[config.mk]
export PLATFORM = sky130hd
export DESIGN_NAME = oad_operand_decoder
export DESIGN_NICKNAME = d
export VERILOG_FILES = /design/src/shared/oad_pkg.sv /design/src/shared/oad_ptr_if.sv /design/src/oad_ea_adder.sv /design/src/oad_ptr_reader.sv /design/src/oad_operand_decoder.sv
export VERILOG_INCLUDE_DIRS = /design/src /design/src/shared
export SDC_FILE = /design/constraint.sdc
export NUM_CORES = 1
export LEC_CHECK = 0
export BUFFER_PORTS_ARGS = -buffer_cell sky130_fd_sc_hd__clkbuf_2
export CAP_MARGIN = 15
export CORE_ASPECT_RATIO = 0.75
export CORE_MARGIN = 4
export CORE_UTILIZATION = 58
export CTS_CLUSTER_DIAMETER = 100
export CTS_CLUSTER_SIZE = 8
export DETAILED_ROUTE_END_ITERATION = 10
export PLACE_DENSITY = 0.83
export SYNTH_ARGS = -nofsm -noshare
export SYNTH_HDL_FRONTEND = slang
export SYNTH_HIERARCHICAL = 1
export SYNTH_SLANG_ARGS = --single-unit
[constraint.sdc]
create_clock -name i_clk -period 7.8 [get_ports i_clk]
set_input_delay 0.78 -clock i_clk [delete_from_list [all_inputs] [get_ports i_clk]]
set_output_delay 0.78 -clock i_clk [all_outputs]
set_load 0.05 [all_outputs]
[src/shared/oad_defs.svh]
`ifndef OAD_DEFS_SVH
`define OAD_DEFS_SVH

// ****************************************
// prefix byte values
// ****************************************
`define OAD_PFX_Y 8'h90
`define OAD_PFX_IDY 8'h91
`define OAD_PFX_IND 8'h92

// ****************************************
// opcode column (high nibble) per addressing form
// ****************************************
`define OAD_COL_BTJ 4'h0
`define OAD_COL_BIT 4'h1
`define OAD_COL_REL 4'h2
`define OAD_COL_RMW_DIR 4'h3
`define OAD_COL_RMW_IDX_S 4'h6
`define OAD_COL_RMW_IDX_N 4'h7
`define OAD_COL_IMM 4'hA
`define OAD_COL_DIR_S 4'hB
`define OAD_COL_DIR_L 4'hC
`define OAD_COL_IDX_L 4'hD
`define OAD_COL_IDX_S 4'hE
`define OAD_COL_IDX_N 4'hF

// ****************************************
// address limits
// ****************************************
`define OAD_PAGE0_MAX 16'h00FF
`define OAD_IDX_SUM_MAX 16'h01FE

`endif

[src/shared/oad_pkg.sv]
`default_nettype none

package oad_pkg;

  // ****************************************
  // addressing modes, one-hot
  // ****************************************
  typedef enum logic [16:0] {
    MODE_INH = 17'h00001, MODE_IMM = 17'h00002, MODE_DIR_S = 17'h00004,
    MODE_DIR_L = 17'h00008, MODE_IDX_N = 17'h00010, MODE_IDX_S = 17'h00020,
    MODE_IDX_L = 17'h00040, MODE_IND_S = 17'h00080, MODE_IND_L = 17'h00100,
    MODE_IIX_S = 17'h00200, MODE_IIX_L = 17'h00400, MODE_REL_D = 17'h00800,
    MODE_REL_I = 17'h01000, MODE_BIT_D = 17'h02000, MODE_BIT_I = 17'h04000,
    MODE_BTR_D = 17'h08000, MODE_BTR_I = 17'h10000
  } oad_mode_e;

  // decoder sequencing states
  typedef enum logic [3:0] {
    ST_OPC = 4'h1, ST_OPND = 4'h2, ST_PTR = 4'h4, ST_CALC = 4'h8
  } oad_state_e;

  // pointer reader states
  typedef enum logic [2:0] {
    P_IDLE = 3'h1, P_HI = 3'h2, P_LO = 3'h4
  } oad_ptr_e;

  // decoded instruction attributes
  typedef struct packed {
    oad_mode_e mode;
    logic use_y;
    logic rmw;
    logic bad;
    logic ptr_word;
    logic need_ptr;
    logic [1:0] nops;
  } oad_dec_s;

endpackage

`default_nettype wire

[src/shared/oad_ptr_if.sv]
`timescale 1ns/10ps
`default_nettype none

// ****************************************
// pointer fetch request and answer
// ****************************************
interface oad_ptr_if;
  logic start;
  logic [7:0] addr;
  logic word;
  logic done;
  logic [15:0] value;
  modport req (output start, output addr, output word, input done, input value);
  modport rsp (input start, input addr, input word, output done, output value);
endinterface

`default_nettype wire

[src/oad_ea_adder.sv]
`timescale 1ns/10ps
`default_nettype none

// ****************************************
// effective address and branch target sums
// ****************************************
module oad_ea_adder (
  // address operands
  input wire logic [15:0] i_base,
  input wire logic [7:0] i_index,
  input wire logic i_add_index,
  // branch operands
  input wire logic [15:0] i_pc,
  input wire logic [7:0] i_rel,
  // sums
  output logic [15:0] o_ea,
  output logic [15:0] o_target
);

  // unsigned index add, zero-extended so no page wrap
  assign o_ea = i_base + (i_add_index ? {8'h00, i_index} : 16'h0000);
  // signed 8-bit offset onto the pc
  assign o_target = i_pc + {{8{i_rel[7]}}, i_rel};

endmodule

`default_nettype wire

[src/oad_ptr_reader.sv]
`timescale 1ns/10ps
`default_nettype none

// ****************************************
// page-zero pointer fetch, byte or word
// ****************************************
module oad_ptr_reader (
  // clock and reset
  input wire logic i_clk,
  input wire logic i_rst_n,
  // request side
  oad_ptr_if.rsp pif,
  // memory read port
  output logic o_mem_rd,
  output logic [15:0] o_mem_addr,
  input wire logic i_mem_ack,
  input wire logic [7:0] i_mem_data
);

  oad_pkg::oad_ptr_e state;

  // read held until acknowledged
  assign o_mem_rd = (state != oad_pkg::P_IDLE);

  // sequence: high byte at pointer, low byte at pointer+1
  always_ff @(posedge i_clk or negedge i_rst_n) begin
    if (!i_rst_n) begin
      state <= oad_pkg::P_IDLE;
    end else if (state == oad_pkg::P_IDLE && pif.start) begin
      state <= pif.word ? oad_pkg::P_HI : oad_pkg::P_LO;
    end else if (state == oad_pkg::P_HI && i_mem_ack) begin
      state <= oad_pkg::P_LO;
    end else if (state == oad_pkg::P_LO && i_mem_ack) begin
      state <= oad_pkg::P_IDLE;
    end
  end

  // read address
  always_ff @(posedge i_clk or negedge i_rst_n) begin
    if (!i_rst_n) begin
      o_mem_addr <= 16'h0000;
    end else if (state == oad_pkg::P_IDLE && pif.start) begin
      o_mem_addr <= {8'h00, pif.addr};
    end else if (state == oad_pkg::P_HI && i_mem_ack) begin
      o_mem_addr <= o_mem_addr + 16'h0001;
    end
  end

  // pointer value and completion pulse
  always_ff @(posedge i_clk or negedge i_rst_n) begin
    if (!i_rst_n) begin
      pif.value <= 16'h0000;
      pif.done <= 1'b0;
    end else begin
      pif.done <= (state == oad_pkg::P_LO) && i_mem_ack;
      if (state == oad_pkg::P_IDLE && pif.start) begin
        pif.value <= 16'h0000;
      end else if (state == oad_pkg::P_HI && i_mem_ack) begin
        pif.value[15:8] <= i_mem_data;
      end else if (state == oad_pkg::P_LO && i_mem_ack) begin
        pif.value[7:0] <= i_mem_data;
      end
    end
  end

  ptr_order_a: assert property (@(posedge i_clk) disable iff (!i_rst_n)
    (state == oad_pkg::P_HI && i_mem_ack) |=> (o_mem_addr == $past(o_mem_addr) + 16'h0001))
    else $error("pointer low byte not read from next address");

  byte_ptr_a: assert property (@(posedge i_clk) disable iff (!i_rst_n)
    (pif.done && !pif.word) |-> (pif.value[15:8] == 8'h00))
    else $error("byte pointer has nonzero high byte");

endmodule

`default_nettype wire

[src/oad_operand_decoder.sv]
`timescale 1ns/10ps
`default_nettype none
`include "oad_defs.svh"

module oad_operand_decoder (
  // clock and reset
  input wire logic i_clk,
  input wire logic i_rst_n,
  // instruction byte stream
  input wire logic i_fetch_valid,
  input wire logic [7:0] i_fetch_byte,
  output logic o_fetch_ready,
  // core registers
  input wire logic [7:0] i_index_x,
  input wire logic [7:0] i_index_y,
  input wire logic [15:0] i_pc,
  // memory read port
  output logic o_mem_rd,
  output logic [15:0] o_mem_addr,
  input wire logic i_mem_ack,
  input wire logic [7:0] i_mem_data,
  // decoded result
  output logic o_done,
  output logic [7:0] o_opcode,
  output var oad_pkg::oad_mode_e o_mode,
  output logic o_use_y,
  output logic o_rmw,
  output logic o_bad_prefix,
  output logic [7:0] o_imm,
  output logic [15:0] o_ea,
  output logic [15:0] o_target,
  output logic [2:0] o_length
);

  // ****************************************
  // opcode and prefix decode
  // ****************************************
  function automatic oad_pkg::oad_dec_s decode(input logic [7:0] pfx, input logic [7:0] opc);
    oad_pkg::oad_dec_s d;
    logic ind;
    d = '{mode: oad_pkg::MODE_INH, default: '0};
    ind = (pfx == `OAD_PFX_IND) || (pfx == `OAD_PFX_IDY);
    case (opc[7:4])
      `OAD_COL_BTJ: begin
        d.mode = ind ? oad_pkg::MODE_BTR_I : oad_pkg::MODE_BTR_D;
        d.rmw = 1'b1;
        d.nops = 2'd2;
      end
      `OAD_COL_BIT: begin
        d.mode = ind ? oad_pkg::MODE_BIT_I : oad_pkg::MODE_BIT_D;
        d.rmw = 1'b1;
        d.nops = 2'd1;
      end
      `OAD_COL_REL: begin
        d.mode = ind ? oad_pkg::MODE_REL_I : oad_pkg::MODE_REL_D;
        d.nops = 2'd1;
      end
      `OAD_COL_RMW_DIR: begin
        d.mode = ind ? oad_pkg::MODE_IND_S : oad_pkg::MODE_DIR_S;
        d.rmw = 1'b1;
        d.nops = 2'd1;
      end
      `OAD_COL_RMW_IDX_S: begin
        d.mode = ind ? oad_pkg::MODE_IIX_S : oad_pkg::MODE_IDX_S;
        d.rmw = 1'b1;
        d.nops = 2'd1;
      end
      `OAD_COL_RMW_IDX_N: begin
        d.mode = oad_pkg::MODE_IDX_N;
        d.rmw = 1'b1;
      end
      `OAD_COL_IMM: begin
        d.mode = oad_pkg::MODE_IMM;
        d.nops = 2'd1;
      end
      `OAD_COL_DIR_S: begin
        d.mode = ind ? oad_pkg::MODE_IND_S : oad_pkg::MODE_DIR_S;
        d.nops = 2'd1;
      end
      `OAD_COL_DIR_L: begin
        d.mode = ind ? oad_pkg::MODE_IND_L : oad_pkg::MODE_DIR_L;
        d.nops = ind ? 2'd1 : 2'd2;
      end
      `OAD_COL_IDX_L: begin
        d.mode = ind ? oad_pkg::MODE_IIX_L : oad_pkg::MODE_IDX_L;
        d.nops = ind ? 2'd1 : 2'd2;
      end
      `OAD_COL_IDX_S: begin
        d.mode = ind ? oad_pkg::MODE_IIX_S : oad_pkg::MODE_IDX_S;
        d.nops = 2'd1;
      end
      `OAD_COL_IDX_N: begin
        d.mode = oad_pkg::MODE_IDX_N;
      end
      default: begin
        d.mode = oad_pkg::MODE_INH;
      end
    endcase
    d.ptr_word = d.mode inside {oad_pkg::MODE_IND_L, oad_pkg::MODE_IIX_L};
    d.need_ptr = d.mode inside {oad_pkg::MODE_IND_S, oad_pkg::MODE_IND_L, oad_pkg::MODE_IIX_S,
                                oad_pkg::MODE_IIX_L, oad_pkg::MODE_REL_I, oad_pkg::MODE_BIT_I,
                                oad_pkg::MODE_BTR_I};
    if (pfx == `OAD_PFX_Y) begin
      d.use_y = d.mode inside {oad_pkg::MODE_IMM, oad_pkg::MODE_DIR_S, oad_pkg::MODE_DIR_L,
                               oad_pkg::MODE_IDX_N, oad_pkg::MODE_IDX_S, oad_pkg::MODE_IDX_L,
                               oad_pkg::MODE_INH};
      d.bad = !d.use_y;
    end else if (pfx == `OAD_PFX_IDY) begin
      d.use_y = 1'b1;
      d.bad = !(d.mode inside {oad_pkg::MODE_IIX_S, oad_pkg::MODE_IIX_L});
    end else if (pfx == `OAD_PFX_IND) begin
      d.bad = !d.need_ptr;
    end
    return d;
  endfunction

  // ****************************************
  // reset release
  // ****************************************
  logic rst_meta;
  logic rst_sync;

  // two-stage release of the asynchronous reset
  always_ff @(posedge i_clk or negedge i_rst_n) begin
    if (!i_rst_n) begin
      rst_meta <= 1'b0;
      rst_sync <= 1'b0;
    end else begin
      rst_meta <= 1'b1;
      rst_sync <= rst_meta;
    end
  end

  // ****************************************
  // sequencing
  // ****************************************
  oad_pkg::oad_state_e state;
  oad_pkg::oad_dec_s dec;
  oad_pkg::oad_dec_s next_dec;
  logic [7:0] pfx;
  logic pfx_seen;
  logic [7:0] ops [0:1];
  logic [1:0] cnt;
  logic take;
  logic is_pfx;
  logic last_op;
  logic [15:0] ptr_val;
  logic [7:0] idx_sel;
  logic [15:0] base;
  logic [7:0] rel;
  logic add_idx;
  logic [15:0] ea_sum;
  logic [15:0] tgt_sum;

  oad_ptr_if pif ();

  // stream stalls outside opcode and operand collection
  assign o_fetch_ready = (state == oad_pkg::ST_OPC) || (state == oad_pkg::ST_OPND);
  assign take = i_fetch_valid && o_fetch_ready;
  assign is_pfx = !pfx_seen && (i_fetch_byte inside {`OAD_PFX_Y, `OAD_PFX_IDY, `OAD_PFX_IND});
  assign next_dec = decode(pfx_seen ? pfx : 8'h00, i_fetch_byte);
  assign last_op = ({1'b0, cnt} + 3'd1) == {1'b0, dec.nops};
  assign idx_sel = dec.use_y ? i_index_y : i_index_x;

  // state transitions
  always_ff @(posedge i_clk or negedge rst_sync) begin
    if (!rst_sync) begin
      state <= oad_pkg::ST_OPC;
    end else begin
      case (state)
        oad_pkg::ST_OPC: begin
          if (take && !is_pfx) begin
            state <= (next_dec.nops == 2'd0) ? oad_pkg::ST_CALC : oad_pkg::ST_OPND;
          end
        end
        oad_pkg::ST_OPND: begin
          if (take && last_op) begin
            state <= dec.need_ptr ? oad_pkg::ST_PTR : oad_pkg::ST_CALC;
          end
        end
        oad_pkg::ST_PTR: begin
          if (pif.done) begin
            state <= oad_pkg::ST_CALC;
          end
        end
        default: begin
          state <= oad_pkg::ST_OPC;
        end
      endcase
    end
  end

  // prefix capture, cleared once the instruction completes
  always_ff @(posedge i_clk or negedge rst_sync) begin
    if (!rst_sync) begin
      pfx <= 8'h00;
      pfx_seen <= 1'b0;
    end else if (state == oad_pkg::ST_OPC && take && is_pfx) begin
      pfx <= i_fetch_byte;
      pfx_seen <= 1'b1;
    end else if (state == oad_pkg::ST_CALC) begin
      pfx <= 8'h00;
      pfx_seen <= 1'b0;
    end
  end

  // opcode and its decode
  always_ff @(posedge i_clk or negedge rst_sync) begin
    if (!rst_sync) begin
      dec <= '{mode: oad_pkg::MODE_INH, default: '0};
      o_opcode <= 8'h00;
    end else if (state == oad_pkg::ST_OPC && take && !is_pfx) begin
      dec <= next_dec;
      o_opcode <= i_fetch_byte;
    end
  end

  // operand byte counter
  always_ff @(posedge i_clk or negedge rst_sync) begin
    if (!rst_sync) begin
      cnt <= 2'd0;
    end else if (state == oad_pkg::ST_OPC) begin
      cnt <= 2'd0;
    end else if (state == oad_pkg::ST_OPND && take) begin
      cnt <= cnt + 2'd1;
    end
  end

  // operand bytes in fetch order, first is the high byte of a word
  for (genvar g = 0; g < 2; g++) begin : g_ops
    always_ff @(posedge i_clk or negedge rst_sync) begin
      if (!rst_sync) begin
        ops[g] <= 8'h00;
      end else if (state == oad_pkg::ST_OPND && take && cnt == 2'(g)) begin
        ops[g] <= i_fetch_byte;
      end
    end
  end

  // pointer fetch request, one pulse on entry
  always_ff @(posedge i_clk or negedge rst_sync) begin
    if (!rst_sync) begin
      pif.start <= 1'b0;
      pif.addr <= 8'h00;
      pif.word <= 1'b0;
    end else begin
      pif.start <= (state == oad_pkg::ST_OPND) && take && last_op && dec.need_ptr;
      pif.addr <= (cnt == 2'd0) ? i_fetch_byte : ops[0];
      pif.word <= dec.ptr_word;
    end
  end

  // fetched pointer value
  always_ff @(posedge i_clk or negedge rst_sync) begin
    if (!rst_sync) begin
      ptr_val <= 16'h0000;
    end else if (pif.done) begin
      ptr_val <= pif.value;
    end
  end

  oad_ptr_reader u_ptr (
    .i_clk(i_clk),
    .i_rst_n(rst_sync),
    .pif(pif.rsp),
    .o_mem_rd(o_mem_rd),
    .o_mem_addr(o_mem_addr),
    .i_mem_ack(i_mem_ack),
    .i_mem_data(i_mem_data)
  );

  // ****************************************
  // address formation
  // ****************************************
  // base, index use and branch offset per mode
  always_comb begin
    base = {8'h00, ops[0]};
    add_idx = 1'b0;
    rel = ops[0];
    case (dec.mode)
      oad_pkg::MODE_DIR_L: base = {ops[0], ops[1]};
      oad_pkg::MODE_IDX_N: begin
        base = 16'h0000;
        add_idx = 1'b1;
      end
      oad_pkg::MODE_IDX_S: add_idx = 1'b1;
      oad_pkg::MODE_IDX_L: begin
        base = {ops[0], ops[1]};
        add_idx = 1'b1;
      end
      oad_pkg::MODE_IND_S, oad_pkg::MODE_IND_L, oad_pkg::MODE_BIT_I: base = ptr_val;
      oad_pkg::MODE_IIX_S, oad_pkg::MODE_IIX_L: begin
        base = ptr_val;
        add_idx = 1'b1;
      end
      oad_pkg::MODE_REL_I: rel = ptr_val[7:0];
      oad_pkg::MODE_BTR_D: rel = ops[1];
      oad_pkg::MODE_BTR_I: begin
        base = ptr_val;
        rel = ops[1];
      end
      default: base = {8'h00, ops[0]};
    endcase
  end

  oad_ea_adder u_add (
    .i_base(base),
    .i_index(idx_sel),
    .i_add_index(add_idx),
    .i_pc(i_pc),
    .i_rel(rel),
    .o_ea(ea_sum),
    .o_target(tgt_sum)
  );

  // ****************************************
  // result registers
  // ****************************************
  // results latched at the calculation step, done pulses once
  always_ff @(posedge i_clk or negedge rst_sync) begin
    if (!rst_sync) begin
      o_done <= 1'b0;
      o_mode <= oad_pkg::MODE_INH;
      o_use_y <= 1'b0;
      o_rmw <= 1'b0;
      o_bad_prefix <= 1'b0;
      o_imm <= 8'h00;
      o_ea <= 16'h0000;
      o_target <= 16'h0000;
      o_length <= 3'd0;
    end else begin
      o_done <= (state == oad_pkg::ST_CALC);
      if (state == oad_pkg::ST_CALC) begin
        o_mode <= dec.mode;
        o_use_y <= dec.use_y;
        o_rmw <= dec.rmw;
        o_bad_prefix <= dec.bad;
        o_imm <= ops[0];
        o_ea <= ea_sum;
        o_target <= tgt_sum;
        o_length <= {2'b00, pfx_seen} + 3'd1 + {1'b0, dec.nops};
      end
    end
  end

  mode_onehot_a: assert property (@(posedge i_clk) disable iff (!rst_sync)
    o_done |-> $onehot(o_mode))
    else $error("mode not one-hot");

  inh_len_a: assert property (@(posedge i_clk) disable iff (!rst_sync)
    (o_done && o_mode == oad_pkg::MODE_INH) |-> (o_length == ((o_use_y || o_bad_prefix) ? 3'd2 : 3'd1)))
    else $error("inherent instruction length wrong");

  page_zero_a: assert property (@(posedge i_clk) disable iff (!rst_sync)
    (o_done && (o_mode inside {oad_pkg::MODE_DIR_S, oad_pkg::MODE_IND_S, oad_pkg::MODE_BIT_D,
     oad_pkg::MODE_BIT_I, oad_pkg::MODE_BTR_D, oad_pkg::MODE_BTR_I})) |-> (o_ea <= `OAD_PAGE0_MAX))
    else $error("short form left page zero");

  idx_none_a: assert property (@(posedge i_clk) disable iff (!rst_sync)
    (o_done && o_mode == oad_pkg::MODE_IDX_N) |->
      (o_ea == {8'h00, o_use_y ? $past(i_index_y) : $past(i_index_x)}))
    else $error("no-offset indexed address not index register");

  idx_short_a: assert property (@(posedge i_clk) disable iff (!rst_sync)
    (o_done && (o_mode inside {oad_pkg::MODE_IDX_S, oad_pkg::MODE_IIX_S})) |-> (o_ea <= `OAD_IDX_SUM_MAX))
    else $error("short indexed sum out of range");

  rmw_short_a: assert property (@(posedge i_clk) disable iff (!rst_sync)
    (o_done && o_rmw) |-> !(o_mode inside {oad_pkg::MODE_DIR_L, oad_pkg::MODE_IDX_L,
                                           oad_pkg::MODE_IND_L, oad_pkg::MODE_IIX_L}))
    else $error("read-modify-write took a long form");

  ptr_stall_a: assert property (@(posedge i_clk) disable iff (!rst_sync)
    (state == oad_pkg::ST_PTR) |-> (!o_fetch_ready && !o_done))
    else $error("stream accepted during pointer fetch");

  rel_target_a: assert property (@(posedge i_clk) disable iff (!rst_sync)
    (o_done && o_mode == oad_pkg::MODE_REL_D) |-> (o_target == $past(i_pc) + {{8{o_imm[7]}}, o_imm}))
    else $error("relative target wrong");

  done_pulse_a: assert property (@(posedge i_clk) disable iff (!rst_sync)
    o_done |=> !o_done ##1 (state != oad_pkg::ST_CALC || $past(take)))
    else $error("done longer than one cycle");

endmodule

`default_nettype wire

# Word-level counts from Yosys, hierarchy flattened

Cells that the tools add are included.

$add $sub $neg: 7
Multiply operators: 0
Div/mod/pow operators: 0
$lt $le $gt $ge: 0
Equality and inequality tests: 57
Shifts and indexed selects: 0
Multiplexer cells: 45
Bitwise logic cells: 0
Reduce and logical (&&, ||, !) cells: 47

Operators by type and width:

| kind                                                                     | number |
|---|---|
| 17-bit one-hot mux with 9 select lines                                   | 1 |
| 8-bit 2-to-1 mux                                                         | 10 |
| 8-bit equality test (second input constant)                              | 6 |
| 16-bit 2-to-1 mux                                                        | 3 |
| 16-bit one-hot mux with 3 select lines                                   | 1 |
| 17-bit by 10-bit equality test with 1-bit output (second input constant) | 2 |
| 17-bit by 11-bit equality test with 1-bit output (second input constant) | 2 |
| 17-bit by 13-bit equality test with 1-bit output (second input constant) | 2 |
| 17-bit by 15-bit equality test with 1-bit output (second input constant) | 2 |
| 17-bit equality test (second input constant)                             | 2 |
| 17-bit by 4-bit equality test with 1-bit output (second input constant)  | 2 |
| 17-bit by 5-bit equality test with 1-bit output (second input constant)  | 2 |
| 17-bit by 6-bit equality test with 1-bit output (second input constant)  | 2 |
| 17-bit by 7-bit equality test with 1-bit output (second input constant)  | 2 |
| 17-bit by 8-bit equality test with 1-bit output (second input constant)  | 2 |
| 17-bit by 9-bit equality test with 1-bit output (second input constant)  | 2 |
| 16-bit adder                                                             | 2 |
| 4-bit equality test (second input constant)                              | 7 |
| 4-bit 2-to-1 mux                                                         | 5 |
| 17-bit by 1-bit equality test with 1-bit output (second input constant)  | 1 |
| 17-bit by 16-bit equality test with 1-bit output (second input constant) | 1 |
| 17-bit by 2-bit equality test with 1-bit output (second input constant)  | 1 |
| 17-bit by 3-bit equality test with 1-bit output (second input constant)  | 1 |
| 17-bit 2-to-1 mux                                                        | 1 |
| 41 further kinds                                                         | 94 |

Register bits after elaboration: 191
Latch bits: 0
RAM bits: 0
ROM bits: 0
Output and inout bits: 90
Word-level logic and storage cells: 190
Memories: 0

# Depth between registers and ports, before layout

Gate-level depths: netlist of run 1.

Depth after elaboration: 11
Depth in mapped cells: 16
Gate-level depth less buffers: 14

# Modules after synthesis

Netlist of run 1, hierarchy kept.

By module, submodules not included:

| module              | instances | cells an instance | area an instance (um2) | sequential area each (um2) |
|---|---|---|---|---|
| oad_operand_decoder | 1         | 688               | 7,068.0                | 3,882.5 |
| oad_ptr_reader      | 1         | 176               | 1,665.3                | 902.1 |
| oad_ea_adder        | 1         | 168               | 1,258.7                | 0.0 |

# Worst setup path before layout of run 1

No wires, ideal clock.

Path kind: flip-flop to flip-flop
Start: reg dec[8] in the netlist's numbering
End: reg o_ea[10]
Library setup time: 0.118 ns
Arrival: 3.436 ns
Required time: 7.682 ns
Setup slack: 4.246 ns
Cell stages (with the launch flop): 16
Buffers on the path: 1
Period minus slack after synthesis: 3.554 ns
Cell sequence: dfrtp_1 nor4_2 nand4_2 o32a_1 o21ai_2 buf_6 mux2i_1 ha_1 fa_1 a21o_1 a221oi_2 o2bb2ai_1 nor2_1 xor2_1 nand2_1 nand2_1

RTL lines:

| item                                                                      | line                       | text |
|---|---|---|
| start: declaration                                                        | oad_operand_decoder.sv:138 | `oad_pkg::oad_dec_s dec;` |
| start signal: assignment                                                  | oad_operand_decoder.sv:213 | `dec <= next_dec;` |
| 17-bit by 10-bit equality test with 1-bit output (tied with other cells)  | oad_operand_decoder.sv:280 | `case (dec.mode)` |
| 6-bit OR reduction (no line) / 2-bit OR reduction (equally long branches) | n/a                        |  |
| 16-bit one-hot mux with 3 select lines (*)                                | oad_operand_decoder.sv:280 |  |
| named net base[0]                                                         | oad_operand_decoder.sv:149 | `logic [15:0] base;` |
| 16-bit adder (*)                                                          | oad_ea_adder.sv:21         | `assign o_ea = i_base + (i_add_index ? {8'h00, i_index} : 16'h0000);` |
| named net ea_sum[10]                                                      | oad_operand_decoder.sv:152 | `logic [15:0] ea_sum;` |
| end signal: assignment                                                    | oad_operand_decoder.sv:339 | `o_ea <= ea_sum;` |
| end: declaration                                                          | oad_operand_decoder.sv:30  | `output logic [15:0] o_ea,` |

Mark *: on every way through the listed nets, which the timed path passes. The rest lies on a longest branch.
A chain may end at the register's enable or synchronous reset.

# Worst setup path in the final report of run 1

Start: reg dec[21] in the netlist's numbering
End: reg o_ea[10]

Same word-level chain as after synthesis.

==> flow_summary.toml, run 1 <==
[outcome]
status = "complete, no violations"

[global_route]
antenna_found_initial = 0
grt-ovfl-total = 0
grt_pass1_vias = 7852
grt_busiest_layer = "met2"
use_met1 = 0.363
track_usage = 0.254
grtUsageMet3 = 0.0703
grt_start_max_net_pins = 72
met2_usage = 0.394
grt_pass1_wl_um = 40000

[yosys]
synth.ff_latch_count = 191
avgSynthCellArea_sq_um = 9.68
synth_edf_count = 0
yosysSeqAreaShare = 0.479
synth-main-ff-cell = "dfrtp_1"
synth_cell_types = 83
netlist_instances = 1032
ys_warn_count = 6
syn_nets = 1115
synthArstFlopShare = 1.00
syn_area_sq_um = 9990

[floorplan]
fp.dieW_um = 160
fp.dieH_um = 122
start_util = 0.592
boundaryPins = 142
design.die.area_sq_um = 19400
core-area_sq_um = 16900
placementRows = 41

[worst_setup_path]
crit_path_start_kind = "flop"
r2r_slack_ps = 3430
r2r_cells = 13
cp.arrival_ps = 4690
path_max_fanout = 16
r2r_start = "dec[21]$_DFFE_PN0P_"
setup.worst_path.class = "flop to flop"
timing.rr.end = "o_ea[10]$_DFFE_PN0P_"
crit_required_ps = 8110
critPathCaptureType = "flop"

[clock_network]
cts.sinks = 191
clk_path_buf_depth = 2
clock_latency_ps = 420
h-tree-depth = 4
tritoncts = "built"
ctsHoldBuffers = 0
cts-resized-gates = 0
root_buffer = "clkbuf_16"
post_cts_buffers = 0
path_clk_slew_ps = 70
numCtsBuffers = 17

[hold_path]
worstHoldPathType = "input pin to asynchronous set/reset pin"

[job]
cap_violations = 0

[timing]
drv_slew = 0
max_freq_ghz = 0.229
period_share = 0.561
worstMarginPinSlew_ps = 1080
setup_viol = 0
rsz0062_at_grt = "no"
setup_slack_ps = 3430
tns_ps = 0
skew_ps = 9.59
min_period_ps = 4370
max-slew-margin-rel = 0.283
whs_ps = 126
hold_viol_final = 0

[placed_design]
io_buffers = 141
dp_worst_setup_slack_ps = 3530
postPlaceCellArea_sq_um = 10700
post-dp-hpwl_um = 17100
gp_congestion = 0.989

[finish]
insertedDiodeCount = 0
final_layout_size_suffix_gt1_frac = 0.218
final_area_sq_um = 11400
nets = 1227
syn2layout_area_growth_pct = 13.6
final_cell_mix = "nand2_1 (286), dfrtp_1 (186), clkbuf_2 (141)"
final_common_cell = "nand2_1"

[power]
vdd_drop_max_mv = 0.311
power_density_nw_per_um2 = 372
static-leakage-power_nw = 5.58

[route]
ant_nets = 0
dr.pass1.iters = 5
avgRoutedWirePerCell_um = 17.7
vias = 8161
wirelength_um = 24300
vias_per_cell = 5.95
drc = 0
drtIter0Drc = 734
-- report_power, final --
part	switching, mW	leakage, nW	internal, mW
Sequential	0.215	2.49	1.22
Combinational	1.31	2.80	0.595
Clock	0.367	0.284	0.514
-- critical path, stage by stage (launching register included) --
cell and delay [ps]:
dfrtp_1 460, nor4_1 640, nand4_1 320, o21ai_2 780, mux2i_1 200, ha_1 270, fa_1 410, a21o_1 230
a221oi_2 340, o2bb2ai_1 250, nor2_1 90, xor2_1 150, nand2_1 60, nand2_1 50
-- layer usage --
| layer | vias to the layer above | routed length (um) |
|---|---|---|
| li1 | 3828 | - |
| met1 | 3910 | 11000 |
| met2 | 389 | 10800 |
| met3 | 34 | 2130 |
| met4 | 0 | 327 |
| met5 | - | 0 |
-- flip-flops by register name, summed over array words and instances, names as in the netlist, 2 cells and up --
name	cells
dec	24
o_mode	17
o_ea	16
o_target	16
ops	16
ptr_val	16
u_ptr/o_mem_addr	16
u_ptr/pif.value	16
o_imm	8
o_opcode	8
pfx	8
pif.addr	8
state	4
o_length	3
u_ptr/state	3
cnt	2
-- synthesized netlist by cell type, types with 3 or more instances --
master      n  area share
nand2_1   286        0.11
dfrtp_1   187        0.47
a21oi_1    48       0.024
mux2_2     48       0.054
o21ai_0    46       0.023
clkbuf_1   35       0.013
nor2_1     30       0.011
ha_1       29       0.036
xnor2_1    29       0.025
nand3_1    18      0.0090
inv_1      16      0.0060
xor2_1     15       0.013
a21o_1     13      0.0098
and2_1     13      0.0081
a22o_1     11      0.0096
nand2b_1   11      0.0069
a221o_1    10       0.010
nand4_1    10      0.0063
o31ai_1    10      0.0075
o41ai_1    10      0.0088
a22oi_1     9      0.0068
mux2i_1     9      0.0090
nor3b_1     9      0.0068
nor4_1      9      0.0056
nor3_1      8      0.0040
and3_1      7      0.0044
buf_6       7      0.0079
buf_1       5      0.0019
mux2_1      5      0.0056
o21a_1      5      0.0038
buf_2       4      0.0020
dfstp_2     4       0.011
o22ai_1     4      0.0025
or3_1       4      0.0025
or4_1       4      0.0030
a211o_1     3      0.0026
nand3b_1    3      0.0023
nor2b_1     3      0.0019
-- per-stage QoR --
| stage | std cells | total power [mW] | utilization |
|---|---|---|---|
| floorplan | 1032 | 2.91 | - |
| finish | 1371 | 4.22 | 0.673 |
| global route | 1371 | 4.47 | 0.673 |
| CTS | 1371 | 4.22 | 0.673 |
| detailed placement | 1340 | 3.33 | 0.637 |
| global placement | 1340 | 3.29 | 0.637 |
-- worst max path at each step --
stage	startpoint	to	slack [ps]	cells past startpoint
2_1_floorplan	rst_sync$_DFF_PN0_	cnt[0]$_DFFE_PN0P_	2090	0
4_1_cts	dec[21]$_DFFE_PN0P_	o_ea[10]$_DFFE_PN0P_	3500	13
5_1_grt	dec[19]$_DFFE_PN0P_	o_ea[12]$_DFFE_PN0P_	3110	13
3_5_place_dp	dec[21]$_DFFE_PN0P_	o_ea[14]$_DFFE_PN0P_	3530	13
3_3_place_gp	dec[21]$_DFFE_PN0P_	o_ea[14]$_DFFE_PN0P_	3710	13
6_report	dec[21]$_DFFE_PN0P_	o_ea[10]$_DFFE_PN0P_	3430	13
-- final cells by class --
| cell class | instances | area (sq um) |
|---|---|---|
| clock buffers | 23 | 498 |
| clock inverters | 8 | 104 |
| fillers | 1322 | 5530 |
| inverters | 17 | 63.8 |
| multi-input cells | 772 | 4890 |
| flip-flops and latches | 191 | 4790 |
| well taps | 215 | 269 |
| repair buffers | 145 | 736 |
-- cell families (layout without fill, tap and decap cells) --
logic type / count (synthesis) / after routing / share of synthesized area
buf+inv: 69 / 193 / 0.0321
mux: 62 / 62 / 0.0687
other cells: 1 / 1 / 0.000375
fa+ha+maj: 31 / 31 / 0.0403
simple gates: 439 / 439 / 0.208
flops: 191 / 191 / 0.479
xor+xnor: 44 / 44 / 0.0386
compound gates: 195 / 195 / 0.133
Power figures use the tool's default switching activity.
==> run 2: changes to the inputs <==
--- a/config.mk
+++ b/config.mk
@@ -10,11 +10,11 @@
 export CAP_MARGIN = 15
 export CORE_ASPECT_RATIO = 0.75
 export CORE_MARGIN = 4
-export CORE_UTILIZATION = 58
+export CORE_UTILIZATION = 52
 export CTS_CLUSTER_DIAMETER = 100
 export CTS_CLUSTER_SIZE = 8
 export DETAILED_ROUTE_END_ITERATION = 10
-export PLACE_DENSITY = 0.83
+export PLACE_DENSITY = 0.78
 export SYNTH_ARGS = -nofsm -noshare
 export SYNTH_HDL_FRONTEND = slang
 export SYNTH_HIERARCHICAL = 1
==> constraint.sdc (replaced) <==
create_clock -name i_clk -period 3.6 [get_ports i_clk]
set_input_delay 0.36 -clock i_clk [delete_from_list [all_inputs] [get_ports i_clk]]
set_output_delay 0.36 -clock i_clk [all_outputs]
set_load 0.05 [all_outputs]
==> flow_summary.toml, run 2 (same netlist as run 1, synthesis figures left out) <==
[outcome]
status = "complete, no violations"

[worst_setup_path]
crit_buf_inv = 3
critPathCaptureType = "flop"
crit_chain = "nor4_4 -> buf_4 -> nand4_1 -> o32ai_4 -> buf_6 -> buf_6 -> nor3b_2 -> a221o_1 -> ha_4 -> nand2_4 -> nor3b_4 -> o211ai_1 -> a311o_1 -> xnor2_1 -> nand2_1 -> nand2_1"
path_delay_family = "simple AND/OR/NAND/NOR gates"
cp.arrival_ps = 3870
r2r_cells = 16
r2r_slack_ps = 110
setup.worst_path.class = "flop to flop"
crit_path_start_kind = "flop"
crit_required_ps = 3980
timing.rr.end = "o_target[9]$_DFFE_PN0P_"
path_max_fanout = 5
cp_slowest_stage_delay_ps = 420
r2r_start = "dec[17]$_DFFE_PN0P_"
cp_slowest_cell = "dfrtp_1"

[power]
internal-power_mw = 5.34
power_switching_mw = 4.37
power_density_nw_per_um2 = 810
finalPower_mw = 9.71
comb_power_share = 0.477
static-leakage-power_nw = 5.88
switching_share = 0.450
p_clk_frac = 0.206
vdd_drop_max_mv = 0.634
power_frac_seq = 0.317

[placed_design]
dp_cells = 1409
gp_congestion = 0.941
io_buffers = 141
post-dp-hpwl_um = 17700

[finish]
nets = 1279
final_layout_size_suffix_gt1_frac = 0.271
largest_register = "dec"
syn2layout_area_growth_pct = 20.0
fin_cells = 1456
largestRegisters = "dec x24, o_mode x17"
insertedDiodeCount = 0
largest_register_ffs = 24
final_common_cell = "nand2_1"
final_cell_mix = "nand2_1 (284), dfrtp_1 (186), clkbuf_2 (141)"

[floorplan]
fp.dieH_um = 128
core-area_sq_um = 18700
fp.dieW_um = 168
design.die.area_sq_um = 21500
start_util = 0.535
boundaryPins = 142
placementRows = 43

[timing]
max-slew-margin-rel = 0.439
setup_viol = 0
max_freq_ghz = 0.286
worstMarginPinSlew_ps = 842
min_period_ps = 3490
period_share = 0.971
whs_ps = 146
hold_viol_final = 0
skew_ps = 11.5
rsz0062_at_grt = "yes"
drv_slew = 0

[route]
vias_per_cell = 5.78
dr.pass1.iters = 5
avgRoutedWirePerCell_um = 18.0
drc = 0
ant_nets = 0
wirelength_um = 26200
drtIter0Drc = 832
vias = 8421

[hold_path]
min_path_cells = 3
worstHoldPathType = "input pin to flop"
hold_end = "u_ptr/pif.value[8]$_DFFE_PN0N_"
hp-start = "i_mem_data[0]"

[job]
cap_violations = 0

[global_route]
track_usage = 0.239
grt-ovfl-total = 0
antenna_found_initial = 0
grt_pass1_vias = 8127
grt_pass1_wl_um = 41600
grt_start_max_net_pins = 116

[clock_network]
path_clk_slew_ps = 70
tritoncts = "built"
numCtsBuffers = 17
root_buffer = "clkbuf_16"
cts.sinks = 191
clk_path_buf_depth = 2
h-tree-depth = 4
clock_latency_ps = 440
[run 2: repair_timing]
action	in CTS	in global routing
hold endpoints to repair	2	0
endpoints found under the setup margin	6	17
hold buffers	1	0
buffers inserted	0	13
pin swaps	1	19
gates resized for setup	2	34
gates cloned	0	1
[run 2: through the flow]
step / instance area (sq um) / setup slack, ps / setup TNS (ps) / utilization
floorplan: 9990 / 46.2 / 0 / -
global placement: 11100 / 80.7 / 0 / 0.594
detailed placement: 11100 / 7.42 / 0 / 0.594
CTS: 11700 / 8.77 / 0 / 0.628
global route: 12000 / -103 / -354 / 0.642
finish: 12000 / 106 / 0 / 0.642
[run 2: worst reg2reg max path, stage by stage, from the launching register on]
cell	delay, ps
dfrtp_1	420
nor4_4	350
buf_4	190
nand4_1	180
o32ai_4	230
buf_6	170
buf_6	110
nor3b_2	40
a221o_1	310
ha_4	310
nand2_4	60
nor3b_4	290
o211ai_1	180
a311o_1	310
xnor2_1	160
nand2_1	70
nand2_1	60
[run 2: metal layers]
layer | global-route usage | part of all wire | vias up
met5 | 0 | 0 | -
met4 | 0.0663 | 0.020 | 0
met3 | 0.0539 | 0.073 | 57
met2 | 0.371 | 0.46 | 337
met1 | 0.342 | 0.45 | 4082
li1 | - | - | 3945
[run 2: worst max path at each step]
stage	from	endpoint	slack, ps	cells after the start
finish	dec[17]$_DFFE_PN0P_	o_target[9]$_DFFE_PN0P_	110	16
global route	dec[17]$_DFFE_PN0P_	o_target[9]$_DFFE_PN0P_	-100	16
CTS	dec[8]$_DFFE_PN0P_	o_target[14]$_DFFE_PN0P_	9	14
detailed placement	dec[20]$_DFFE_PN0P_	o_ea[12]$_DFFE_PN0P_	7	15
global placement	dec[8]$_DFFE_PN0P_	o_target[12]$_DFFE_PN0P_	80	14
floorplan	dec[8]$_DFFE_PN0P_	o_ea[10]$_DFFE_PN0P_	50	15
[run 2: final cells by class]
type,instances,area (sq um)
Clock buffer,19,433
Clock inverter,13,178
Fill cell,1475,6680
Inverter,17,63.8
Multi-Input combinational cell,772,5060
Sequential cell,191,4790
Tap cell,247,309
Timing Repair Buffer,197,1160
[run 2: power groups by stage]
stage	clock network (mW)	logic (mW)	registers [mW]
4_1_cts	2.02	4.37	3.07
5_1_grt	2.13	5.00	3.14
6_report	2.00	4.63	3.08
2_1_floorplan	0	2.16	4.13
3_5_place_dp	0	4.33	3.10
3_3_place_gp	0	4.25	3.08
